--- src/shared/cib_defines.svh ---
// constants shared by the instruction execution block
`ifndef CIB_DEFINES_SVH
`define CIB_DEFINES_SVH

`define CIB_PC_W          13
`define CIB_ADDR_W        8
`define CIB_DATA_W        8
`define CIB_BIT_SEL_W     3
`define CIB_CALL_PC_INC   13'h0001
`define CIB_BYTE_ZERO     8'h00
`define CIB_BIT_ONE       8'h01
`define CIB_BCD_DIGIT_MAX 4'h9
`define CIB_BCD_FIX_LO    8'h06
`define CIB_BCD_FIX_HI    8'h60
`define CIB_BCD_FIX_BOTH  8'h66

`endif

--- src/shared/cib_pkg.sv ---
// types for the instruction execution block
`default_nettype none

package cib_pkg;

    // operation codes presented by the decode stage
    typedef enum logic [2:0] {
        CIB_OP_CALL        = 3'h0,
        CIB_OP_WIPE_BYTE   = 3'h1,
        CIB_OP_WIPE_BIT    = 3'h2,
        CIB_OP_WDT_CLR     = 3'h3,
        CIB_OP_INVERT      = 3'h4,
        CIB_OP_INVERT_TO_W = 3'h5,
        CIB_OP_BCD_ADJUST  = 3'h6
    } cib_op_type;

    // sequencer states, gray coded along idle-read-exec-writeback
    typedef enum logic [2:0] {
        CIB_ST_IDLE = 3'h0,
        CIB_ST_RD   = 3'h1,
        CIB_ST_EXE  = 3'h3,
        CIB_ST_WB   = 3'h2,
        CIB_ST_CALL = 3'h6
    } cib_state_type;

endpackage : cib_pkg

`default_nettype wire

--- src/verilog/cib_bcd_adjust.sv ---
// decimal adjust of the working register after a bcd addition
`include "cib_defines.svh"
`timescale 1ns/1ps
`default_nettype none

module cib_bcd_adjust (
    input  wire logic [`CIB_DATA_W-1:0] acc_in,
    input  wire logic                   nibble_ov_in,
    input  wire logic                   high_ov_in,
    output logic      [`CIB_DATA_W-1:0] result_out,
    output logic                        carry_out
);
    logic                 lo_fix;
    logic                 hi_fix;
    logic [`CIB_DATA_W:0] lo_sum;

    // low digit first, its carry may push the high digit past nine
    assign lo_fix     = (acc_in[3:0] > `CIB_BCD_DIGIT_MAX) || nibble_ov_in;
    assign lo_sum     = {1'b0, acc_in} + (lo_fix ? {1'b0, `CIB_BCD_FIX_LO} : {1'b0, `CIB_BYTE_ZERO});
    assign hi_fix     = (lo_sum[7:4] > `CIB_BCD_DIGIT_MAX) || high_ov_in || lo_sum[`CIB_DATA_W];
    // total added is always one of 00, 06, 60 or 66 modulo 256
    assign result_out = lo_sum[`CIB_DATA_W-1:0] + (hi_fix ? `CIB_BCD_FIX_HI : `CIB_BYTE_ZERO);
    assign carry_out  = hi_fix;

endmodule : cib_bcd_adjust

`default_nettype wire

--- src/verilog/cib_exec.sv ---
// execution sequencer for call, wipe, watchdog clear, invert and bcd adjust operations
`include "cib_defines.svh"
`timescale 1ns/1ps
`default_nettype none

module cib_exec (
    input  wire logic                      clk_sys,
    input  wire logic                      rst_b,
    input  wire logic                      op_valid,
    output logic                           op_ready,
    input  wire cib_pkg::cib_op_type       op_code,
    input  wire logic [`CIB_ADDR_W-1:0]    op_mem_addr,
    input  wire logic [`CIB_BIT_SEL_W-1:0] op_bit_sel,
    input  wire logic [`CIB_PC_W-1:0]      op_call_target,
    input  wire logic [`CIB_PC_W-1:0]      pc_now,
    input  wire logic [`CIB_DATA_W-1:0]    working_register,
    input  wire logic                      nibble_overflow_flag,
    input  wire logic                      high_digit_outflow,
    output logic      [`CIB_ADDR_W-1:0]    mem_addr,
    output logic                           mem_rd,
    input  wire logic [`CIB_DATA_W-1:0]    mem_rdata,
    output logic                           mem_wr,
    output logic      [`CIB_DATA_W-1:0]    mem_wdata,
    output logic                           stack_push,
    output logic      [`CIB_PC_W-1:0]      stack_data,
    output logic                           pc_load,
    output logic      [`CIB_PC_W-1:0]      pc_target,
    output logic                           wreg_wr,
    output logic      [`CIB_DATA_W-1:0]    wreg_wdata,
    output logic                           zero_wr,
    output logic                           result_null_flag,
    output logic                           carry_wr,
    output logic                           carry_next,
    output logic                           watchdog_count_clr,
    output logic                           expiry_flag_clr,
    output logic                           sleep_flag_clr,
    output logic                           op_done
);
    import cib_pkg::*;

    cib_state_type              state_reg,     state_next;
    cib_op_type                 op_reg,        op_next;
    logic [`CIB_BIT_SEL_W-1:0]  bit_reg,       bit_next;
    logic [`CIB_PC_W-1:0]       tgt_reg,       tgt_next;
    logic [`CIB_ADDR_W-1:0]     mem_addr_reg,  mem_addr_next;
    logic                       mem_rd_reg,    mem_rd_next;
    logic                       mem_wr_reg,    mem_wr_next;
    logic [`CIB_DATA_W-1:0]     mem_wdata_reg, mem_wdata_next;
    logic                       push_reg,      push_next;
    logic [`CIB_PC_W-1:0]       sdata_reg,     sdata_next;
    logic                       pcld_reg,      pcld_next;
    logic [`CIB_PC_W-1:0]       pctgt_reg,     pctgt_next;
    logic                       wreg_wr_reg,   wreg_wr_next;
    logic [`CIB_DATA_W-1:0]     wreg_wd_reg,   wreg_wd_next;
    logic                       zero_wr_reg,   zero_wr_next;
    logic                       zero_val_reg,  zero_val_next;
    logic                       carry_wr_reg,  carry_wr_next;
    logic                       carry_val_reg, carry_val_next;
    logic                       wdt_clr_reg,   wdt_clr_next;
    logic [`CIB_DATA_W-1:0]     bcd_result;
    logic                       bcd_carry;
    logic [`CIB_DATA_W-1:0]     inv_data;
    logic [`CIB_DATA_W-1:0]     bit_mask;
    logic                       take;

    // the adjust works on the live working register, so no operand fetch is needed
    cib_bcd_adjust u_bcd (
        .acc_in       (working_register),
        .nibble_ov_in (nibble_overflow_flag),
        .high_ov_in   (high_digit_outflow),
        .result_out   (bcd_result),
        .carry_out    (bcd_carry)
    );

    // handshake is combinational, one operation in flight at a time
    assign op_ready = (state_reg == CIB_ST_IDLE);
    assign op_done  = (state_reg == CIB_ST_WB);
    assign take     = op_valid && op_ready;
    assign inv_data = ~mem_rdata;
    assign bit_mask = `CIB_BIT_ONE << bit_reg;

    // next-state and next-output computation
    always_comb begin
        state_next     = state_reg;
        op_next        = op_reg;
        bit_next       = bit_reg;
        tgt_next       = tgt_reg;
        mem_addr_next  = mem_addr_reg;
        mem_wdata_next = mem_wdata_reg;
        sdata_next     = sdata_reg;
        pctgt_next     = pctgt_reg;
        wreg_wd_next   = wreg_wd_reg;
        zero_val_next  = zero_val_reg;
        carry_val_next = carry_val_reg;
        mem_rd_next    = 1'b0;
        mem_wr_next    = 1'b0;
        push_next      = 1'b0;
        pcld_next      = 1'b0;
        wreg_wr_next   = 1'b0;
        zero_wr_next   = 1'b0;
        carry_wr_next  = 1'b0;
        wdt_clr_next   = 1'b0;
        case (state_reg)
            CIB_ST_IDLE: begin
                if (op_valid) begin
                    op_next       = op_code;
                    bit_next      = op_bit_sel;
                    tgt_next      = op_call_target;
                    mem_addr_next = op_mem_addr;
                    case (op_code)
                        CIB_OP_CALL: begin
                            push_next  = 1'b1;
                            sdata_next = pc_now + `CIB_CALL_PC_INC;
                            state_next = CIB_ST_CALL;
                        end
                        CIB_OP_WIPE_BYTE: begin
                            mem_wr_next    = 1'b1;
                            mem_wdata_next = `CIB_BYTE_ZERO;
                            state_next     = CIB_ST_WB;
                        end
                        CIB_OP_WDT_CLR: begin
                            wdt_clr_next = 1'b1;
                            state_next   = CIB_ST_WB;
                        end
                        CIB_OP_BCD_ADJUST: begin
                            mem_wr_next    = 1'b1;
                            mem_wdata_next = bcd_result;
                            carry_wr_next  = 1'b1;
                            carry_val_next = bcd_carry;
                            state_next     = CIB_ST_WB;
                        end
                        default: begin
                            // bit wipe and both inverts need the operand byte first
                            mem_rd_next = 1'b1;
                            state_next  = CIB_ST_RD;
                        end
                    endcase
                end
            end
            CIB_ST_RD: begin
                state_next = CIB_ST_EXE;
            end
            CIB_ST_EXE: begin
                state_next = CIB_ST_WB;
                case (op_reg)
                    CIB_OP_WIPE_BIT: begin
                        mem_wr_next    = 1'b1;
                        mem_wdata_next = mem_rdata & ~bit_mask;
                    end
                    CIB_OP_INVERT: begin
                        mem_wr_next    = 1'b1;
                        mem_wdata_next = inv_data;
                        zero_wr_next   = 1'b1;
                        zero_val_next  = (inv_data == `CIB_BYTE_ZERO);
                    end
                    default: begin
                        wreg_wr_next  = 1'b1;
                        wreg_wd_next  = inv_data;
                        zero_wr_next  = 1'b1;
                        zero_val_next = (inv_data == `CIB_BYTE_ZERO);
                    end
                endcase
            end
            CIB_ST_CALL: begin
                // second cycle of the call: the dummy slot while the new address loads
                pcld_next  = 1'b1;
                pctgt_next = tgt_reg;
                state_next = CIB_ST_WB;
            end
            CIB_ST_WB: begin
                state_next = CIB_ST_IDLE;
            end
            default: begin
                state_next = CIB_ST_IDLE;
            end
        endcase
    end

    // register stage, synchronous active-low reset
    always_ff @(posedge clk_sys) begin
        if (!rst_b) begin
            state_reg     <= CIB_ST_IDLE;
            op_reg        <= CIB_OP_CALL;
            bit_reg       <= '0;
            tgt_reg       <= '0;
            mem_addr_reg  <= '0;
            mem_rd_reg    <= 1'b0;
            mem_wr_reg    <= 1'b0;
            mem_wdata_reg <= '0;
            push_reg      <= 1'b0;
            sdata_reg     <= '0;
            pcld_reg      <= 1'b0;
            pctgt_reg     <= '0;
            wreg_wr_reg   <= 1'b0;
            wreg_wd_reg   <= '0;
            zero_wr_reg   <= 1'b0;
            zero_val_reg  <= 1'b0;
            carry_wr_reg  <= 1'b0;
            carry_val_reg <= 1'b0;
            wdt_clr_reg   <= 1'b0;
        end else begin
            state_reg     <= state_next;
            op_reg        <= op_next;
            bit_reg       <= bit_next;
            tgt_reg       <= tgt_next;
            mem_addr_reg  <= mem_addr_next;
            mem_rd_reg    <= mem_rd_next;
            mem_wr_reg    <= mem_wr_next;
            mem_wdata_reg <= mem_wdata_next;
            push_reg      <= push_next;
            sdata_reg     <= sdata_next;
            pcld_reg      <= pcld_next;
            pctgt_reg     <= pctgt_next;
            wreg_wr_reg   <= wreg_wr_next;
            wreg_wd_reg   <= wreg_wd_next;
            zero_wr_reg   <= zero_wr_next;
            zero_val_reg  <= zero_val_next;
            carry_wr_reg  <= carry_wr_next;
            carry_val_reg <= carry_val_next;
            wdt_clr_reg   <= wdt_clr_next;
        end
    end

    // outputs straight from flops; one clear pulse drives count and both flags
    assign mem_addr           = mem_addr_reg;
    assign mem_rd             = mem_rd_reg;
    assign mem_wr             = mem_wr_reg;
    assign mem_wdata          = mem_wdata_reg;
    assign stack_push         = push_reg;
    assign stack_data         = sdata_reg;
    assign pc_load            = pcld_reg;
    assign pc_target          = pctgt_reg;
    assign wreg_wr            = wreg_wr_reg;
    assign wreg_wdata         = wreg_wd_reg;
    assign zero_wr            = zero_wr_reg;
    assign result_null_flag   = zero_val_reg;
    assign carry_wr           = carry_wr_reg;
    assign carry_next         = carry_val_reg;
    assign watchdog_count_clr = wdt_clr_reg;
    assign expiry_flag_clr    = wdt_clr_reg;
    assign sleep_flag_clr     = wdt_clr_reg;
endmodule : cib_exec

`default_nettype wire

--- config.mk ---
export PLATFORM = sky130hd
export DESIGN_NAME = cib_exec
export DESIGN_NICKNAME = d
export VERILOG_FILES = /design/src/shared/cib_pkg.sv /design/src/verilog/cib_bcd_adjust.sv /design/src/verilog/cib_exec.sv
export VERILOG_INCLUDE_DIRS = /design/src /design/src/shared
export SDC_FILE = /design/constraint.sdc
export NUM_CORES = 1
export LEC_CHECK = 0
export ABC_AREA = 1
export BUFFER_PORTS_ARGS = -buffer_cell sky130_fd_sc_hd__buf_2
export CAP_MARGIN = 20
export CELL_PAD_IN_SITES_DETAIL_PLACEMENT = 1
export CELL_PAD_IN_SITES_GLOBAL_PLACEMENT = 2
export CORE_MARGIN = 1
export CORE_UTILIZATION = 27
export CTS_CLUSTER_DIAMETER = 60
export DETAILED_ROUTE_END_ITERATION = 8
export PLACE_DENSITY = 0.9
export SLEW_MARGIN = 20
export SYNTH_ARGS = -nofsm -noshare
export SYNTH_HDL_FRONTEND = slang
export SYNTH_SLANG_ARGS = --single-unit
--- constraint.sdc ---
create_clock -name clk_sys -period 4.55 [get_ports clk_sys]
set_clock_uncertainty 0.15 [all_clocks]
set_input_delay 1.365 -clock clk_sys [delete_from_list [all_inputs] [get_ports clk_sys]]
set_output_delay 1.365 -clock clk_sys [all_outputs]
set_load 0.01 [all_outputs]
==> impl_metrics.json <==
{
  "worst_pin_slew_ns": 0.845,
  "synth-seq-cells": 82,
  "yosys_warnings": 0,
  "cts_sinks": 82,
  "grt_max_degree": 31,
  "fin_crit_ns": 4.01,
  "power_density_nw_per_um2": 374,
  "netlist-cell-type-count": 33,
  "finalSetupTns_ns": 0,
  "period_share": 0.882,
  "start_kind": "primary input",
  "timing.fmax_mhz": 249,
  "num-nets-final": 684,
  "synth_seq_area_share": 0.448,
  "hold_class": "flop to flop",
  "ys.flop_type": "dfxtp_1",
  "cts_setup_buffers": 0,
  "antenna_found_initial": 1,
  "cts_resized": 0,
  "cts_buffers": 9,
  "synth-edff-count": 0,
  "rrSetupSlack_ns": 2.44,
  "place_hpwl_mm": 8.56,
  "dr.pass1.iters": 4,
  "gp_congestion": 0.810,
  "htreeDepth": 3,
  "worstHoldStart": "tgt_reg[10]",
  "gr-total-overflow": 0,
  "ant_nets": 0,
  "cp_common_cell": "inv_1",
  "reg2regPathDepth": 7,
  "yosys-top-cells-area": "dfxtp_1 45%, nand2_1 8.7%, o21ai_0 7.4%",
  "die_x_um": 118,
  "peakVddDrop_mv": 0.165,
  "numPortBuffers": 124,
  "die_h_um": 118,
  "setup_slack_ns": 0.538,
  "design.die.area_um2": 14000,
  "grt_pass1_vias": 3869,
  "synth_nets": 567,
  "cts_root_buffer": "clkbuf_16",
  "start_util": 0.276,
  "synth_top_area_frac": 0.448,
  "avgSynthCellArea_um2": 7.32,
  "ios": 125,
  "critPathRequiredTime_ns": 4.68,
  "worstHoldEndpoint": "pc_target[10]",
  "setup_viol": 0,
  "cp_max_fo": 4,
  "slowest_stage": "fa_1",
  "utilization": 0.356,
  "grt_util_all_layers": 0.166,
  "grt_pass1_wl_mm": 18.5,
  "clk_latency_ns": 0.34,
  "vias": 3674,
  "drc": 0,
  "cts_buffer_depth": 2,
  "fillers": 1692,
  "path_buf_inv": 6,
  "cts_hold_buf": 0,
  "area_delta_synth_final_pct": 28.8,
  "leakage_uw": 0.00228,
  "drv_cap": 0,
  "path_delay_family": "adder cells",
  "crit_type": "primary input to flop",
  "layout-drive-gt1-share": 0.258,
  "arrival_ns": 4.14,
  "status": "finished, final reports clean",
  "timing.critical_path.slowest_cell_delay_ns": 0.41,
  "syn_inst": 500,
  "wire_per_inst_um": 14.0,
  "drt_iter0_markers": 156,
  "synth_top_area_cell": "dfxtp_1",
  "slew_headroom": 0.436,
  "hold_depth": 2,
  "end_kind": "flop",
  "rsz0062_at_grt": "no",
  "place_ws_ns": 0.185,
  "synth_area_um2": 3660,
  "viasPerCell": 4.60,
  "async_flop_share": 0,
  "hold_viol": 0,
  "rows": 42,
  "clkSlewWorstSetupHoldPaths_ns": 0.06,
  "final_max_slew_viol_count": 0,
  "cts_tree": "yes",
  "crit_chain": "buf_2 > o21ai_0 > inv_1 > nor2_1 > inv_1 > ha_1 > inv_1 > fa_1 > inv_1 > nand2_1 > o21ai_0 > nand2_1 > nand2_1 > nand2_1 > ha_1 > inv_1 > fa_1 > o21ai_0 > nor2_1 > nor2_1",
  "reg2reg_to": "tgt_reg[9]",
  "timing.rr.start": "state_reg[0]",
  "drt_wl_total_mm": 11.2,
  "coreArea_um2": 13200
}
==> layer usage <==
metal  up-vias  share of wire  global-route usage
met5         -              0                   0
met4         0          0.021              0.0744
met3        16          0.040              0.0391
met2        77           0.48               0.281
met1      1729           0.46               0.200
li1       1852              -                   -
==> worst max path at each step <==
| stage | depth (start not counted) | start | end | slack, ns |
|---|---|---|---|---|
| 2_1_floorplan | 21 | working_register[2] | mem_wdata[6] | 0.73 |
| 3_5_place_dp | 20 | working_register[3] | mem_wdata[6] | 0.19 |
| 6_report | 20 | working_register[3] | mem_wdata[6] | 0.54 |
| 3_3_place_gp | 22 | working_register[3] | mem_wdata[6] | 0.47 |
| 4_1_cts | 20 | working_register[3] | mem_wdata[6] | 0.55 |
| 5_1_grt | 20 | working_register[3] | mem_wdata[6] | 0.27 |
==> report_power, final <==
part	leakage (uW)	switching, uW	internal (uW)	total [uW]
clock network	0.000152	282	466	748
registers	0.000667	18.3	755	773
logic	0.00146	158	86.0	244
total	0.00228	458	1310	1770
==> cell families after synthesis <==
family          after synthesis  synth area share
compound gates              115             0.168
xor+xnor                      7            0.0167
fa+ha+maj                     6            0.0246
buf+inv                      86            0.0994
flops                        82             0.448
simple gates                204             0.243
==> layout by cell type (no fill, tap or decap) <==
master,synthesis,routed
nor3_2,1,1
nand3_4,1,1
clkbuf_16,0,9
nor3_1,7,7
buf_4,3,4
o21ai_0,54,54
o22ai_1,2,2
nand2_1,85,85
xor2_1,3,3
inv_2,4,4
clkbuf_8,0,3
a31oi_1,1,1
xnor2_1,4,4
buf_2,5,124
inv_1,59,59
o21ai_1,12,12
nor2_2,1,1
nand3b_1,1,1
diode_2,0,1
clkbuf_1,10,1
o211ai_2,1,1
clkinv_2,1,2
a21oi_1,37,37
nor2_1,54,54
nand4_1,3,3
a21oi_2,6,6
a21boi_0,2,2
fa_1,2,2
dfxtp_1,82,82
nor2_4,2,2
or2_2,1,1
ha_1,4,4
nand3_1,45,45
nor4_1,3,3
bufinv_16,0,1
==> tightest hold or removal path, delay by kind of cell, from the launching register on <==
kind,cells,cell delay (ns)
DFF,1,0.30
buffers and inverters,1,0.05
AOI/OAI and AO/OA,1,0.05
==> per-stage QoR <==
stage                     instance area, um^2  hold WS (ns)  power (uW)  std cells
final                                    4720         0.296        1770        798
after global routing                     4710         0.323        1860        797
after CTS                                4710         0.301        1800        797
after detailed placement                 4410         0.291        1040        782
after global placement                   4410         0.273        1020        782
after floorplan                          3660         0.270         934        500
==> cell usage after synthesis, types with 4 or more instances <==
| cell | n |
|---|---|
| dfxtp_1 | 82 |
| a21oi_1 | 37 |
| a21oi_2 | 6 |
| o21ai_1 | 12 |
| o21ai_0 | 54 |
| inv_1 | 59 |
| inv_2 | 4 |
| ha_1 | 4 |
| nor3_1 | 7 |
| xnor2_1 | 4 |
| nand3_1 | 45 |
| clkbuf_1 | 10 |
| nand2_1 | 85 |
| buf_2 | 5 |
| nor2_1 | 54 |
==> layout make-up <==
cell class,instances,area (um^2),area share
Inverter,64,241,0.0512
Clock buffer,13,270,0.0573
Sequential cell,82,1640,0.348
Antenna cell,1,2.50,0.000531
Timing Repair Buffer,128,651,0.138
Tap cell,176,220,0.0467
Multi-Input combinational cell,332,1660,0.351
Clock inverter,2,35.0,0.00743
Note: power is estimated with default switching activity, not from simulation.
